`config.mk`:
```
export PLATFORM = sky130hd
export DESIGN_NAME = asr_readout
export DESIGN_NICKNAME = d
export VERILOG_FILES = /design/src/verilog/asr_sync.v /design/src/verilog/asr_buf2.v /design/src/verilog/asr_readout.v
export VERILOG_INCLUDE_DIRS = /design/src /design/src/verilog
export SDC_FILE = /design/constraint.sdc
export NUM_CORES = 1
export LEC_CHECK = 0
export BUFFER_PORTS_ARGS = -buffer_cell sky130_fd_sc_hd__buf_2
export CAP_MARGIN = 20
export CORE_ASPECT_RATIO = 1.1
export CORE_MARGIN = 2
export CORE_UTILIZATION = 42
export DETAILED_ROUTE_END_ITERATION = 10
export SYNTH_ARGS = -nofsm -noshare
export SYNTH_HDL_FRONTEND = slang
export SYNTH_SLANG_ARGS = --single-unit
```
`constraint.sdc`:
```
create_clock -name clk_in -period 3.35 [get_ports clk_in]
set_input_delay 0.67 -clock clk_in [delete_from_list [all_inputs] [get_ports clk_in]]
set_output_delay 0.67 -clock clk_in [all_outputs]
set_load 0.05 [all_outputs]
```
`src/verilog/asr_map.vh`:
```
// Constants for the serial readout block: frame lengths and timing counts.
// Assumes a 10 MHz system clock (100 ns period).
`ifndef ASR_MAP_VH
`define ASR_MAP_VH
`define ASR_FRAME_BITS 24
`define ASR_CFG_BITS 8
`define ASR_CLK_MHZ 10
`define ASR_TEST_DELAY_NS 12000
`define ASR_TEST_DELAY_CYC ((`ASR_TEST_DELAY_NS * `ASR_CLK_MHZ) / 1000)
`define ASR_EXT_TEST_NUM_X10 36
`define ASR_HALF_SCK_CYC 5
`define ASR_POR_NS 4000000
`define ASR_POR_CYC ((`ASR_POR_NS / 1000) * `ASR_CLK_MHZ)
`define ASR_CONV_CYC 2000
`endif

```
`src/verilog/asr_sync.v`:
```
// Two-flop synchroniser for one pin level.
// Assumes the input is asynchronous to clk_in.
`timescale 1ns/1ns
`default_nettype none
module asr_sync (
	input wire clk_in,
	input wire srst_in,
	input wire d_in,
	input wire rst_val_in,
	output reg q_out
);
	reg meta_r;
	always @(posedge clk_in) begin
		if (srst_in) begin
			// Idle pin level as reset value avoids a false edge after reset
			meta_r <= rst_val_in;
			q_out <= rst_val_in;
		end else begin
			meta_r <= d_in;
			q_out <= meta_r;
		end
	end
endmodule
`default_nettype wire

```
`src/verilog/asr_buf2.v`:
```
// Two-entry valid/ready buffer carrying finished conversion results.
// Assumes both sides on clk_in.
`timescale 1ns/1ns
`default_nettype none
module asr_buf2 #(
	parameter WIDTH = 24
) (
	input wire clk_in,
	input wire srst_in,
	input wire in_valid_in,
	output wire in_ready_out,
	input wire [WIDTH-1:0] in_data_in,
	output wire out_valid_out,
	input wire out_ready_in,
	output wire [WIDTH-1:0] out_data_out
);
	reg [WIDTH-1:0] mem_r [0:1];
	reg wp_r;
	reg rp_r;
	reg [1:0] cnt_r;
	wire push = in_valid_in && (cnt_r != 2'd2);
	wire pop = out_ready_in && (cnt_r != 2'd0);
	assign in_ready_out = (cnt_r != 2'd2);
	assign out_valid_out = (cnt_r != 2'd0);
	assign out_data_out = mem_r[rp_r];
	always @(posedge clk_in) begin
		if (srst_in) begin
			wp_r <= 1'b0;
			rp_r <= 1'b0;
			cnt_r <= 2'd0;
		end else begin
			if (push) begin
				mem_r[wp_r] <= in_data_in;
				wp_r <= ~wp_r;
			end
			if (pop)
				rp_r <= ~rp_r;
			if (push && !pop)
				cnt_r <= cnt_r + 2'd1;
			else if (pop && !push)
				cnt_r <= cnt_r - 2'd1;
		end
	end
endmodule
`default_nettype wire

```
`src/verilog/asr_readout.v`:
```
// Serial result readout of a delta-sigma converter: external 3-wire and
// internal-clock single-cycle modes. Pins are sampled through synchronisers.
// Notes on behaviour
// - Clock pin level at end of power-on reset picks external or internal mode.
// - External 3-wire with select low: data out shows active-low done flag.
// - Falling done flag loads the result into the output shift register.
// - Input sampled on rising clock edges, output changes on falling edges.
// - Twenty-fourth falling edge: data out high, new conversion begins.
// - Edges beyond the twenty-fourth are ignored; output stays one.
// - Internal mode chosen if clock pin high or floating at select fall.
// - Internal mode: select fall drives clock low and shows done flag.
// - Select rising before test delay returns to sleep, result kept.
// - Clock starts one status test delay after select fall or flag fall.
// - Internal mode: 24 generated rising edges, then clock high, new conversion.
// - Select rising mid-transfer aborts output and starts a new conversion.
// - Abort before last config bit discards input, keeps old configuration.
// - Pull-up off while clock pin low; on again when select rises after test.
// - Select rising while clock driven low leaves pin low; external mode next.
`timescale 1ns/1ns
`default_nettype none
`include "asr_map.vh"
module asr_readout #(
	parameter POR_CYC = `ASR_POR_CYC,
	parameter CONV_CYC = `ASR_CONV_CYC,
	parameter EXT_OSC = 0,
	parameter EXT_OSC_FREQUENCY_KHZ = 300
) (
	input wire clk_in,
	input wire srst_in,
	input wire cs_n_in,
	input wire sck_pin_in,
	input wire sdi_in,
	output reg sck_out,
	output reg sck_oe_out,
	output reg sck_pullup_out,
	output reg sdo_out,
	output reg sdo_oe_out,
	input wire [23:0] result_in,
	input wire result_valid_in,
	output reg result_ready_out,
	output reg [`ASR_CFG_BITS-1:0] cfg_out,
	output reg conv_start_out
);
	localparam FB = `ASR_FRAME_BITS;
	localparam integer TD_EXT = (`ASR_EXT_TEST_NUM_X10 * `ASR_CLK_MHZ * 100)
		/ EXT_OSC_FREQUENCY_KHZ;
	localparam integer TD_CYC = EXT_OSC ? ((TD_EXT < 1) ? 1 : TD_EXT) :
		`ASR_TEST_DELAY_CYC;
	localparam HALF = `ASR_HALF_SCK_CYC;
	localparam [3:0] S_CONV = 4'b0001;
	localparam [3:0] S_SLEEP = 4'b0010;
	localparam [3:0] S_TEST = 4'b0100;
	localparam [3:0] S_SHIFT = 4'b1000;

	wire cs_n_s;
	wire sck_s;
	wire sdi_s;
	asr_sync u_cs (.clk_in(clk_in), .srst_in(srst_in), .d_in(cs_n_in),
		.rst_val_in(1'b1), .q_out(cs_n_s));
	asr_sync u_sck (.clk_in(clk_in), .srst_in(srst_in), .d_in(sck_pin_in),
		.rst_val_in(1'b0), .q_out(sck_s));
	asr_sync u_sdi (.clk_in(clk_in), .srst_in(srst_in), .d_in(sdi_in),
		.rst_val_in(1'b0), .q_out(sdi_s));

	// Finished results wait here, two at most; result_ready_out lags the buffer by one cycle
	wire buf_valid;
	wire buf_in_ready;
	wire [23:0] buf_data;
	reg buf_pop;
	asr_buf2 #(.WIDTH(24)) u_buf (.clk_in(clk_in), .srst_in(srst_in),
		.in_valid_in(result_valid_in), .in_ready_out(buf_in_ready),
		.in_data_in(result_in), .out_valid_out(buf_valid),
		.out_ready_in(buf_pop), .out_data_out(buf_data));

	reg [3:0] st_r;
	reg por_done_r;
	reg [22:0] por_cnt_r;
	reg int_mode_r;
	reg cs_d_r;
	reg sck_d_r;
	reg [23:0] sh_r;
	reg [`ASR_CFG_BITS-1:0] cfg_sh_r;
	reg [5:0] bit_r;
	reg [15:0] tmr_r;
	reg [10:0] conv_r;
	reg tested_r;

	wire cs_fall = cs_d_r && !cs_n_s;
	wire cs_rise = !cs_d_r && cs_n_s;
	wire sck_rise = !sck_d_r && sck_s;
	wire sck_fall = sck_d_r && !sck_s;
	wire eoc_n = (st_r == S_CONV);

	always @(posedge clk_in) begin
		if (srst_in) begin
			st_r <= S_CONV;
			por_done_r <= 1'b0;
			por_cnt_r <= 23'd0;
			int_mode_r <= 1'b0;
			cs_d_r <= 1'b1;
			sck_d_r <= 1'b0;
			sh_r <= 24'h000000;
			cfg_sh_r <= {`ASR_CFG_BITS{1'b0}};
			cfg_out <= {`ASR_CFG_BITS{1'b0}};
			bit_r <= 6'd0;
			tmr_r <= 16'h0000;
			conv_r <= 11'd0;
			tested_r <= 1'b0;
			sck_out <= 1'b1;
			sck_oe_out <= 1'b0;
			sck_pullup_out <= 1'b1;
			sdo_out <= 1'b1;
			sdo_oe_out <= 1'b0;
			result_ready_out <= 1'b0;
			conv_start_out <= 1'b0;
			buf_pop <= 1'b0;
		end else begin
			cs_d_r <= cs_n_s;
			sck_d_r <= sck_s;
			conv_start_out <= 1'b0;
			buf_pop <= 1'b0;
			result_ready_out <= buf_in_ready;
			if (!por_done_r) begin
				if (por_cnt_r == POR_CYC[22:0] - 23'd1) begin
					por_done_r <= 1'b1;
					int_mode_r <= sck_s;
				end
				por_cnt_r <= por_cnt_r + 23'd1;
			end else begin
				if (cs_fall)
					int_mode_r <= sck_s;
				// Pull-up drops whenever the pin reads low; a floating pin stays low
				if (!sck_s)
					sck_pullup_out <= 1'b0;
				else if (cs_rise && tested_r)
					sck_pullup_out <= 1'b1;
				if (cs_rise)
					tested_r <= 1'b0;
				sdo_oe_out <= !cs_n_s;
				case (st_r)
				S_CONV: begin
					sdo_out <= 1'b1;
					if (cs_fall && sck_s) begin
						sck_out <= 1'b0;
						sck_oe_out <= 1'b1;
					end
					// Released low the pin stays low, as the pull-up is off
					if (cs_rise && sck_oe_out)
						sck_oe_out <= 1'b0;
					if (conv_r >= CONV_CYC[10:0] - 11'd1 && buf_valid) begin
						sh_r <= buf_data;
						buf_pop <= 1'b1;
						st_r <= S_SLEEP;
						bit_r <= 6'd0;
						tmr_r <= 16'h0000;
						conv_r <= 11'd0;
					end else if (conv_r < CONV_CYC[10:0] - 11'd1)
						conv_r <= conv_r + 11'd1;
				end
				S_SLEEP: begin
					sdo_out <= 1'b0;
					if (int_mode_r) begin
						if (cs_rise) begin
							sck_oe_out <= 1'b0;
							tmr_r <= 16'h0000;
						end else if (!cs_n_s) begin
							sck_out <= 1'b0;
							sck_oe_out <= 1'b1;
							tested_r <= 1'b1;
							st_r <= S_TEST;
							tmr_r <= 16'h0000;
						end
					end else if (!cs_n_s && sck_rise) begin
						cfg_sh_r <= {cfg_sh_r[`ASR_CFG_BITS-2:0], sdi_s};
						bit_r <= 6'd1;
						st_r <= S_SHIFT;
					end
				end
				S_TEST: begin
					if (cs_rise) begin
						st_r <= S_SLEEP;
						sck_oe_out <= 1'b0;
					end else if (tmr_r == TD_CYC[15:0] - 16'd1) begin
						sck_out <= 1'b1;
						cfg_sh_r <= {cfg_sh_r[`ASR_CFG_BITS-2:0], sdi_s};
						bit_r <= 6'd1;
						tmr_r <= 16'h0000;
						st_r <= S_SHIFT;
					end else
						tmr_r <= tmr_r + 16'd1;
				end
				S_SHIFT: begin
					if (cs_rise && int_mode_r) begin
						st_r <= S_CONV;
						conv_start_out <= 1'b1;
						conv_r <= 11'd0;
						sck_out <= 1'b1;
						sck_oe_out <= 1'b0;
					end else if (int_mode_r) begin
						if (tmr_r == HALF[15:0] - 16'd1) begin
							tmr_r <= 16'h0000;
							if (sck_out) begin
								// Clock stays driven high after the last rise
								if (bit_r == FB[5:0]) begin
									st_r <= S_CONV;
									sdo_out <= 1'b1;
									conv_start_out <= 1'b1;
									conv_r <= 11'd0;
								end else begin
									sck_out <= 1'b0;
									sdo_out <= sh_r[23];
									sh_r <= {sh_r[22:0], 1'b1};
								end
							end else begin
								sck_out <= 1'b1;
								bit_r <= bit_r + 6'd1;
								if (bit_r < `ASR_CFG_BITS)
									cfg_sh_r <= {cfg_sh_r[`ASR_CFG_BITS-2:0],
										sdi_s};
								if (bit_r == `ASR_CFG_BITS - 1)
									cfg_out <= {cfg_sh_r[`ASR_CFG_BITS-2:0],
										sdi_s};
							end
						end else
							tmr_r <= tmr_r + 16'd1;
					end else begin
						if (sck_fall) begin
							sdo_out <= sh_r[23];
							sh_r <= {sh_r[22:0], 1'b1};
							if (bit_r == FB[5:0]) begin
								st_r <= S_CONV;
								sdo_out <= 1'b1;
								conv_start_out <= 1'b1;
								conv_r <= 11'd0;
							end
						end
						if (sck_rise && bit_r < FB[5:0]) begin
							bit_r <= bit_r + 6'd1;
							if (bit_r < `ASR_CFG_BITS)
								cfg_sh_r <= {cfg_sh_r[`ASR_CFG_BITS-2:0],
									sdi_s};
							if (bit_r == `ASR_CFG_BITS - 1)
								cfg_out <= {cfg_sh_r[`ASR_CFG_BITS-2:0],
									sdi_s};
						end
						if (cs_rise) begin
							st_r <= S_CONV;
							conv_start_out <= 1'b1;
							conv_r <= 11'd0;
						end
					end
				end
				default: st_r <= S_CONV;
				endcase
			end
		end
	end
endmodule
`default_nettype wire

```
==> results_dict.tcl, run 1 <==
set metrics [dict create \
    cts_buffers 17 \
    final_nets 857 \
    syn-num-nets 829 \
    cp-start-kind "flop" \
    core_area_um2 18300 \
    dpl_cell_area_um2 8210 \
    syn_inst 792 \
    htreeDepth 4 \
    synth_top_flop_cell "dfxtp_1" \
    wirelength_mm 15.4 \
    ys_top_cells_by_area "dfxtp_1, edfxtp_1, mux2i_1" \
    grt_pass1_vias 5184 \
    required_ns 3.71 \
    dp_slack_ns 0.604 \
    clock-sinks 171 \
    crit_end "bit_r[3]$_SDFFE_PP0P_" \
    power_density_nw_per_um2 493 \
    setup.worst_path.start "st_r[0]$_SDFFE_PP1P_" \
    worstMarginPinSlew_ns 0.756 \
    finalWeightedCongestion 0.816 \
    rows 52 \
    die_w_um 134 \
    hold_viol_final 0 \
    whs_path_depth 1 \
    finalSetupViolCount 0 \
    drive_above_1_share_pct 13.6 \
    cts_tree "done" \
    use_met3_pct 4.07 \
    hold_class "flop to flop" \
    finalMaxSlewViolations 0 \
    insertion_delay_ns 0.43 \
    synth.largest_area_cell "dfxtp_1" \
    fin_area_um2 8830 \
    fillCellCount 1699 \
    synth.distinct_cells 75 \
    initialDrtViolationCount 212 \
    skew_ns 0.0104 \
    dpl.hpwl_mm 9.99 \
    top_level_ports 45 \
    netlist_area_um2 7790 \
    die-area_um2 19700 \
    r2r_start "st_r[0]$_SDFFE_PP1P_" \
    syn_area_per_cell_um2 9.83 \
    cts_root_buf "clkbuf_16" \
    fin_util_pct 48.3 \
    fmax_mhz 362 \
    grt_max_degree 74 \
    clk_path_buf_depth 2 \
    cts_resized 0 \
    end_kind "flop" \
    synthArstFlopShare_pct 0 \
    drt-vias-per-instance 5.33 \
    path_clk_slew_ns 0.07 \
    timing.rr.end "bit_r[3]$_SDFFE_PP0P_" \
    rr_worst_depth 6 \
    antenna_cells 0 \
    use_met1_pct 21.3 \
    yosysTopAreaCellShare_pct 31.6 \
    die_h_um 147 \
    postRouteAntennaNets 0 \
    crit_fanout 15 \
    initial_core_util_pct 42.6 \
    via_count 5734 \
    drtPass1Iterations 4 \
    run_status "finished, final reports clean" \
    cts_hold_buf 0 \
    cap_violations 0 \
    grt_util_met2_pct 26.3 \
    relSlewSlack_pct 49.2 \
    crit_arrival_ns 3.12 \
    ys_seq_area_share_pct 50.1 \
    synth-seq-cells 171 \
    peakVddDrop_mv 0.414 \
    yosysWarnings 0 \
    drc 0 \
    io_buffers 44 \
    overflow 0 \
    busiest_layer "met2" \
    area_growth_pct 13.3 \
    final.period_utilization_pct 82.4 \
    r2r_slack_ns 0.59 \
    wl_per_cell_um 14.3 \
    worst_slack_ns 0.589 \
    path_class "flop to flop" \
    antenna_found_initial 0 \
    cts_setup_buffers 0 \
    fin_setup_tns_ns 0 \
    rsz0062_at_grt "false" \
    synth-edff-count 48 \
    track_usage_pct 16.2 \
    power_leakage_nw 3.04 \
    grt_pass1_wl_mm 25.8 \
    post-route-min-period_ns 2.76 \
]
==> power by group <==
part | switching (mW) | internal, mW | total [mW] | leakage, nW
clock network | 0.935 | 1.08 | 2.02 | 0.303
logic | 0.0903 | 0.0495 | 0.140 | 1.31
registers | 0.0209 | 2.17 | 2.19 | 1.43
total | 1.05 | 3.30 | 4.35 | 3.04
==> registers in the layout (all words and copies together), names as in the netlist, 2 cells and up, named ones only <==
| name | cells |
|---|---|
| sh_r | 24 |
| u_buf.cnt_r | 2 |
| cfg_out | 8 |
| conv_r | 11 |
| st_r | 4 |
| bit_r | 6 |
| tmr_r | 16 |
| por_cnt_r | 23 |
| u_buf.mem_r | 48 |
| cfg_sh_r | 7 |
==> routing by layer <==
metal  wire length (µm)  share of wire, %
met3                592               3.9
met1               7210                47
met2               7400                48
met4                148              0.96
met5                  0                 0
==> cells by family after synthesis <==
| kind of cell | after synthesis | share of synthesized area, % |
|---|---|---|
| flip-flops | 171 | 50.1 |
| XOR/XNOR | 30 | 3.37 |
| AO/OA/AOI/OAI | 158 | 12.6 |
| buffers and inverters | 64 | 3.60 |
| multiplexers | 68 | 8.75 |
| adder cells (fa/ha/maj) | 7 | 1.12 |
| AND/OR/NAND/NOR | 294 | 20.5 |
==> cells in the mapped netlist, types with 2 or more instances <==
cell,count
buf_2,11
dfxtp_1,123
mux2i_1,67
or2_2,4
nor3_1,5
o31ai_1,5
o21ai_0,68
xor2_1,17
nor4b_1,5
nand2_1,57
nor2b_1,13
o22ai_1,3
or4b_1,3
or4_1,7
nor3b_1,3
inv_1,18
nor2_1,102
and4_1,5
edfxtp_1,48
and3_1,9
nand3_1,23
buf_1,4
and2_1,5
buf_6,2
nor4_4,3
clkbuf_1,26
nand4b_1,3
nand4_1,15
a31oi_1,10
nor4b_4,2
and4b_1,2
nor4_1,4
a21oi_1,33
buf_4,3
ha_1,7
or3_1,10
o211ai_1,4
xnor2_1,13
a211oi_1,9
nand3b_1,4
o41ai_1,3
==> stage by stage <==
step	std cells	hold slack, ns	power [mW]
after floorplan	792	0.389	2.33
after global placement	1044	0.398	2.38
after detailed placement	1044	0.401	2.39
after CTS	1076	0.405	4.40
after global routing	1076	0.397	4.51
final	1076	0.411	4.35
==> worst min path at each step <==
| stage | slack, ns | from | to |
|---|---|---|---|
| final | 0.41 | u_cs.meta_r$_SDFF_PP1_ | u_cs.q_out$_SDFF_PP1_ |
| after global routing | 0.40 | result_in[9] | u_buf.mem_r[1][9]$_DFFE_PP_ |
| after CTS | 0.40 | result_in[10] | u_buf.mem_r[0][10]$_DFFE_PP_ |
| after detailed placement | 0.40 | u_cs.meta_r$_SDFF_PP1_ | u_cs.q_out$_SDFF_PP1_ |
| after global placement | 0.40 | u_cs.meta_r$_SDFF_PP1_ | u_cs.q_out$_SDFF_PP1_ |
| after floorplan | 0.39 | u_cs.meta_r$_SDFF_PP1_ | u_cs.q_out$_SDFF_PP1_ |
==> cell usage in the layout, fill, tap and decap left out, types with 11 or more instances in the layout <==
cell       netlist  routed
dfxtp_1        123     123
nor2_1         102     102
o21ai_0         68      68
mux2i_1         67      67
nand2_1         57      57
edfxtp_1        48      48
buf_2           11      43
a21oi_1         33      33
nand3_1         23      23
inv_1           18      18
xor2_1          17      17
clkbuf_16        0      17
nand4_1         15      15
nor2b_1         13      13
xnor2_1         13      13
buf_4            3      11
==> critical path, cell delays in order, from the launching register on <==
cell	delay, ns
dfxtp_1	0.70
or4b_1	0.49
a211oi_1	0.11
a211oi_2	0.27
nand4_1	0.40
or4_1	0.59
a21oi_1	0.14
==> final cells by class <==
type                    instances  area, µm²  share of cell area [%]
flip-flops and latches        171       3900                    44.2
multi-input cells             557       3610                    40.9
clock buffers                  17        425                    4.82
repair buffers                 55        318                    3.60
well taps                     243        304                    3.44
clock inverters                15        195                    2.21
inverters                      18       67.6                   0.765
Power figures use the tool's default switching activity.
==> inputs of run 2 (changes only) <==
- clock period: 3.35 -> 2.7 ns (I/O delays scaled with it)
==> run 2 against run 1 <==
Global-route usage up 0.54 points. Worst hold slack worse by 0.12 ns. Final cell count up 2.0%. Critical endpoint is now conv_r[10]$_SDFFE_PP0P_. Clock power up 21%. Combinational power up 30%. Sequential power up 24%. Worst setup slack worse by 0.41 ns. Register-to-register slack worse by 0.41 ns. Wire length up 2.0%. Maximum frequency up 9.6%. Die area unchanged.
==> results_dict.tcl, run 2 (same netlist as run 1, synthesis figures left out) <==
set metrics [dict create \
    p_sw_mw 1.27 \
    grt_max_degree 68 \
    postRouteAntennaNets 0 \
    mostFrequentLayoutCells "dfxtp_1, nor2_1, o21ai_0" \
    hold_viol_final 0 \
    top_level_ports 45 \
    htreeDepth 4 \
    intPower_mw 4.08 \
    dpl.hpwl_mm 10.4 \
    cts_tree "done" \
    area_growth_pct 15.3 \
    die_w_um 134 \
    finalSetupViolCount 0 \
    whs_path_depth 1 \
    clk_path_buf_depth 2 \
    clock-sinks 171 \
    switching_share_pct 23.7 \
    pwr-share-clk_pct 45.7 \
    drive_above_1_share_pct 15.8 \
    overflow 0 \
    cap_violations 0 \
    crit_fanout 10 \
    worstMarginPinSlew_ns 0.689 \
    final_common_cell "dfxtp_1" \
    finalWeightedCongestion 0.855 \
    cts_root_buf "clkbuf_16" \
    initialDrtViolationCount 333 \
    fmax_mhz 397 \
    via_count 5813 \
    seqPwrFrac_pct 50.9 \
    grt_pass1_vias 5448 \
    largest_register "u_buf.mem_r" \
    core_area_um2 18300 \
    rr_worst_depth 6 \
    antenna_cells 0 \
    cp-start-kind "flop" \
    run_status "finished, final reports clean" \
    dp_slack_ns 0.0983 \
    crit_arrival_ns 2.81 \
    path_class "flop to flop" \
    power_leakage_nw 3.14 \
    drtPass1Iterations 5 \
    worst_slack_ns 0.181 \
    cts_buffers 17 \
    die-area_um2 19700 \
    insertion_delay_ns 0.43 \
    finalMaxSlewViolations 0 \
    rows 52 \
    final.period_utilization_pct 93.3 \
    grt_pass1_wl_mm 26.6 \
    skew_ns 0.0151 \
    holdWs_ns 0.294 \
    antenna_found_initial 0 \
    drc 0 \
    power_density_nw_per_um2 596 \
    track_usage_pct 16.7 \
    end_kind "flop" \
    wl_per_cell_um 14.3 \
    peakVddDrop_mv 0.443 \
    io_buffers 44 \
    initial_core_util_pct 42.6 \
    drt-vias-per-instance 5.30 \
    fillCellCount 1692 \
    fin_util_pct 49.1 \
    path_clk_slew_ns 0.07 \
    relSlewSlack_pct 54.1 \
    reg_top3 "u_buf.mem_r x48, sh_r x24, por_cnt_r x23" \
    comb_power_share_pct 3.4 \
    cts_hold_buf 0 \
    post-route-min-period_ns 2.52 \
    final_nets 878 \
    largest_reg_flops 48 \
    required_ns 3.00 \
    hold_class "input port to flop" \
    wirelength_mm 15.7 \
    die_h_um 147 \
]
run 2: cell types whose count changed in the layout (fill, tap and decap cells not counted):
cell | previous run | this run
nor4b_4 | 2 | 3
buf_4 | 11 | 32
a21oi_1 | 33 | 32
clkinvlp_4 | 0 | 2
a21oi_2 | 1 | 2
inv_6 | 2 | 3
inv_8 | 5 | 6
clkinv_8 | 4 | 1
nor4b_2 | 1 | 0
nor3_2 | 2 | 1
nor3_4 | 0 | 1
clkinvlp_2 | 0 | 1
clkinv_4 | 3 | 1
run 2: final timing paths:
kind / startpoint / end / slack (ns)
worst max-delay path: st_r[0]$_SDFFE_PP1P_ / conv_r[10]$_SDFFE_PP0P_ / 0.18
worst min-delay path: result_in[10] / u_buf.mem_r[0][10]$_DFFE_PP_ / 0.29
worst min register to register: u_cs.meta_r$_SDFF_PP1_ / u_cs.q_out$_SDFF_PP1_ / 0.41
worst max register to register: st_r[0]$_SDFFE_PP1P_ / conv_r[10]$_SDFFE_PP0P_ / 0.18
run 2: what timing repair did:
action                                  in CTS  in global routing
gates resized for setup                      0                  2
buffers inserted                             0                  1
endpoints found under the setup margin       0                  7
run 2: metrics by stage:
| step | power (mW) | cell area (µm²) | TNS [ns] | cells |
|---|---|---|---|---|
| 2_1_floorplan | 2.89 | 7790 | 0 | 792 |
| 3_3_place_gp | 2.96 | 8360 | 0 | 1064 |
| 3_5_place_dp | 2.97 | 8360 | 0 | 1064 |
| 4_1_cts | 5.43 | 8960 | 0 | 1096 |
| 5_1_grt | 5.57 | 8980 | -0.00637 | 1097 |
| 6_report | 5.35 | 8980 | 0 | 1097 |
run 2: cell type report:
cell class	count	area [µm²]	area share (%)
Clock buffer	17	425	4.74
Sequential cell	171	3900	43.5
Inverter	18	67.6	0.753
Multi-Input combinational cell	557	3630	40.5
Tap cell	243	304	3.39
Timing Repair Buffer	76	475	5.30
Clock inverter	15	169	1.88
run 2: critical path, stage by stage (launching register included):
cell and delay, ns:
dfxtp_1 0.40, or4b_1 0.74, o41ai_2 0.56, a2111o_1 0.35, a31oi_1 0.07, o21ai_0 0.16
o21ai_0 0.10
run 2: per-layer routing:
metal,track usage [%],wire [µm],vias up
li1,-,-,2955
met1,22.3,7310,2732
met2,26.8,7570,110
met3,3.86,612,16
met4,5.48,167,0
met5,0,0,-
run 2: power groups by stage:
stage | logic (mW) | clock network, mW | registers [mW]
3_5_place_dp | 0.185 | 0 | 2.78
6_report | 0.182 | 2.45 | 2.72
3_3_place_gp | 0.182 | 0 | 2.78
5_1_grt | 0.205 | 2.64 | 2.73
2_1_floorplan | 0.105 | 0 | 2.78
4_1_cts | 0.186 | 2.52 | 2.72
==> inputs of run 3 (changes only) <==
- BUFFER_PORTS_ARGS: -buffer_cell sky130_fd_sc_hd__buf_2 -> -buffer_cell sky130_fd_sc_hd__buf_4
- TNS_END_PERCENT: not set -> 50
==> run 3 against run 2 <==
Worst hold slack lost 0.0086 ns. Die area is the same. Sequential share of layout area shrank 0.45 points. Combinational power grew 7%. Largest power group unchanged. Worst setup slack lost 0.0088 ns. Critical path depth is the same. Register-to-register slack is essentially flat. Sequential cell count is the same. Cell area grew 1.1%. Clock skew shrank 0.0034 ns.
==> results_dict.tcl, run 3 (same netlist as run 1, synthesis figures left out) <==
set metrics [dict create \
    setup.worst_path.start "st_r[2]$_SDFFE_PP0P_" \
    htreeDepth 4 \
    path_cells "or4b_1 > o41ai_2 > a2111o_1 > nor2_1 > o21ai_0 > o31ai_1" \
    clk_path_buf_depth 2 \
    crit_fanout 12 \
    die-area_um2 19700 \
    rsz0062_at_grt "true" \
    fin_util_pct 49.6 \
    finalMaxSlewViolations 0 \
    postRouteAntennaNets 0 \
    final_nets 875 \
    hold_class "input port to flop" \
    antenna_cells 0 \
    r2r_start "st_r[2]$_SDFFE_PP0P_" \
    grt_pass1_wl_mm 28.3 \
    track_usage_pct 17.8 \
    wl_met3_um 546 \
    cap_violations 0 \
    dpl.hpwl_mm 11.5 \
    finalWeightedCongestion 0.896 \
    skew_ns 0.0117 \
    met1Wirelength_mm 7.49 \
    end_kind "flop" \
    via_count 5885 \
    drt-vias-per-instance 5.38 \
    core_area_um2 18300 \
    dr_wl_met2_mm 8.37 \
    initialDrtViolationCount 323 \
    fillCellCount 1673 \
    final_cells 1094 \
    hold_viol_final 0 \
    mostFrequentLayoutCells "dfxtp_1, nor2_1, buf_4" \
    finalSetupViolCount 0 \
    largest_reg_flops 48 \
    initial_core_util_pct 42.6 \
    fin_setup_tns_ns 0 \
    die_w_um 134 \
    crit_arrival_ns 2.84 \
    cts_buffers 17 \
    reg_top3 "u_buf.mem_r x48, sh_r x24, por_cnt_r x23" \
    wirelength_mm 16.8 \
    post-route-min-period_ns 2.53 \
    crit_path_top_delay_cell "or4b_1" \
    worstMarginPinSlew_ns 0.649 \
    cp-start-kind "flop" \
    path_class "flop to flop" \
    grt_pass1_vias 5856 \
    wl_per_cell_um 15.3 \
    finalPower_mw 5.33 \
    power_density_nw_per_um2 587 \
    peakVddDrop_mv 0.435 \
    cts_tree "done" \
    min_from "result_in[11]" \
    path_clk_slew_ns 0.07 \
    top_level_ports 45 \
    top_layer "met4" \
    overflow 0 \
    clock-sinks 171 \
    grt_max_degree 50 \
    rows 52 \
    drc 0 \
    io_buffers 44 \
    drive_above_1_share_pct 15.6 \
    die_h_um 147 \
    run_status "finished, final reports clean" \
    required_ns 3.01 \
    largest_register "u_buf.mem_r" \
    relSlewSlack_pct 56.1 \
    antenna_found_initial 0 \
    area_growth_pct 16.5 \
    fmax_mhz 396 \
    insertion_delay_ns 0.43 \
    cts_root_buf "clkbuf_16" \
    post-place-cells 1060 \
    final_common_cell "dfxtp_1" \
    holdWs_ns 0.286 \
    power_leakage_nw 3.16 \
    drtPass1Iterations 4 \
    slowest_delay_ns 0.67 \
    final.period_utilization_pct 93.6 \
]
==> run 3: cell types whose count changed in the layout (fill, tap and decap cells not counted), sizes merged <==
cell      before  now
buf           76   73
bufinv         1    0
clkinv         2    5
clkinvlp       3    2
inv           27   26
==> run 3: worst paths after layout <==
path / to / slack (ns) / depth (start not counted)
hold reg to reg: u_cs.q_out$_SDFF_PP1_ / 0.41 / 1
setup reg to reg: conv_r[4]$_SDFFE_PP0P_ / 0.17 / 6
setup / recovery: conv_r[4]$_SDFFE_PP0P_ / 0.17 / 6
hold / removal: u_buf.mem_r[1][11]$_DFFE_PP_ / 0.29 / 1
==> run 3: report_power, final <==
part	total (mW)	internal, mW	leakage [nW]	switching (mW)
logic	0.194	0.0757	1.44	0.119
clock network	2.41	1.25	0.285	1.16
registers	2.72	2.70	1.43	0.0261
==> run 3: worst max-delay path, delay by kind of cell, from the launching register on <==
family	cells	cell delay, ns
AO/OA/AOI/OAI	4	1.28
AND/OR/NAND/NOR	2	0.73
flip-flops	1	0.40
==> run 3: final cells by class <==
| cell class | count | area, µm² | share of cell area (%) |
|---|---|---|---|
| clock buffers | 17 | 425 | 4.69 |
| clock inverters | 15 | 171 | 1.89 |
| inverters | 18 | 67.6 | 0.745 |
| multi-input cells | 557 | 3640 | 40.1 |
| flip-flops and latches | 171 | 3910 | 43.0 |
| well taps | 243 | 304 | 3.35 |
| repair buffers | 73 | 561 | 6.18 |
==> run 3: metrics by stage <==
| stage | cell area (µm²) | setup slack (ns) |
|---|---|---|
| floorplan | 7790 | 0.351 |
| global placement | 8440 | 0.170 |
| detailed placement | 8440 | 0.108 |
| CTS | 9040 | 0.108 |
| global route | 9070 | -0.0292 |
| finish | 9070 | 0.172 |
==> run 3: timing repair <==
action	in CTS	in global routing
setup buffers	0	2
resized for setup	0	4
setup endpoints to repair	0	17
hold buffers	0	0
==> run 3: layer usage <==
metal | GRT usage (%) | up-vias
met3 | 3.42 | 26
met1 | 22.3 | 2800
met5 | 0 | -
met2 | 29.8 | 99
li1 | - | 2960
met4 | 7.66 | 0
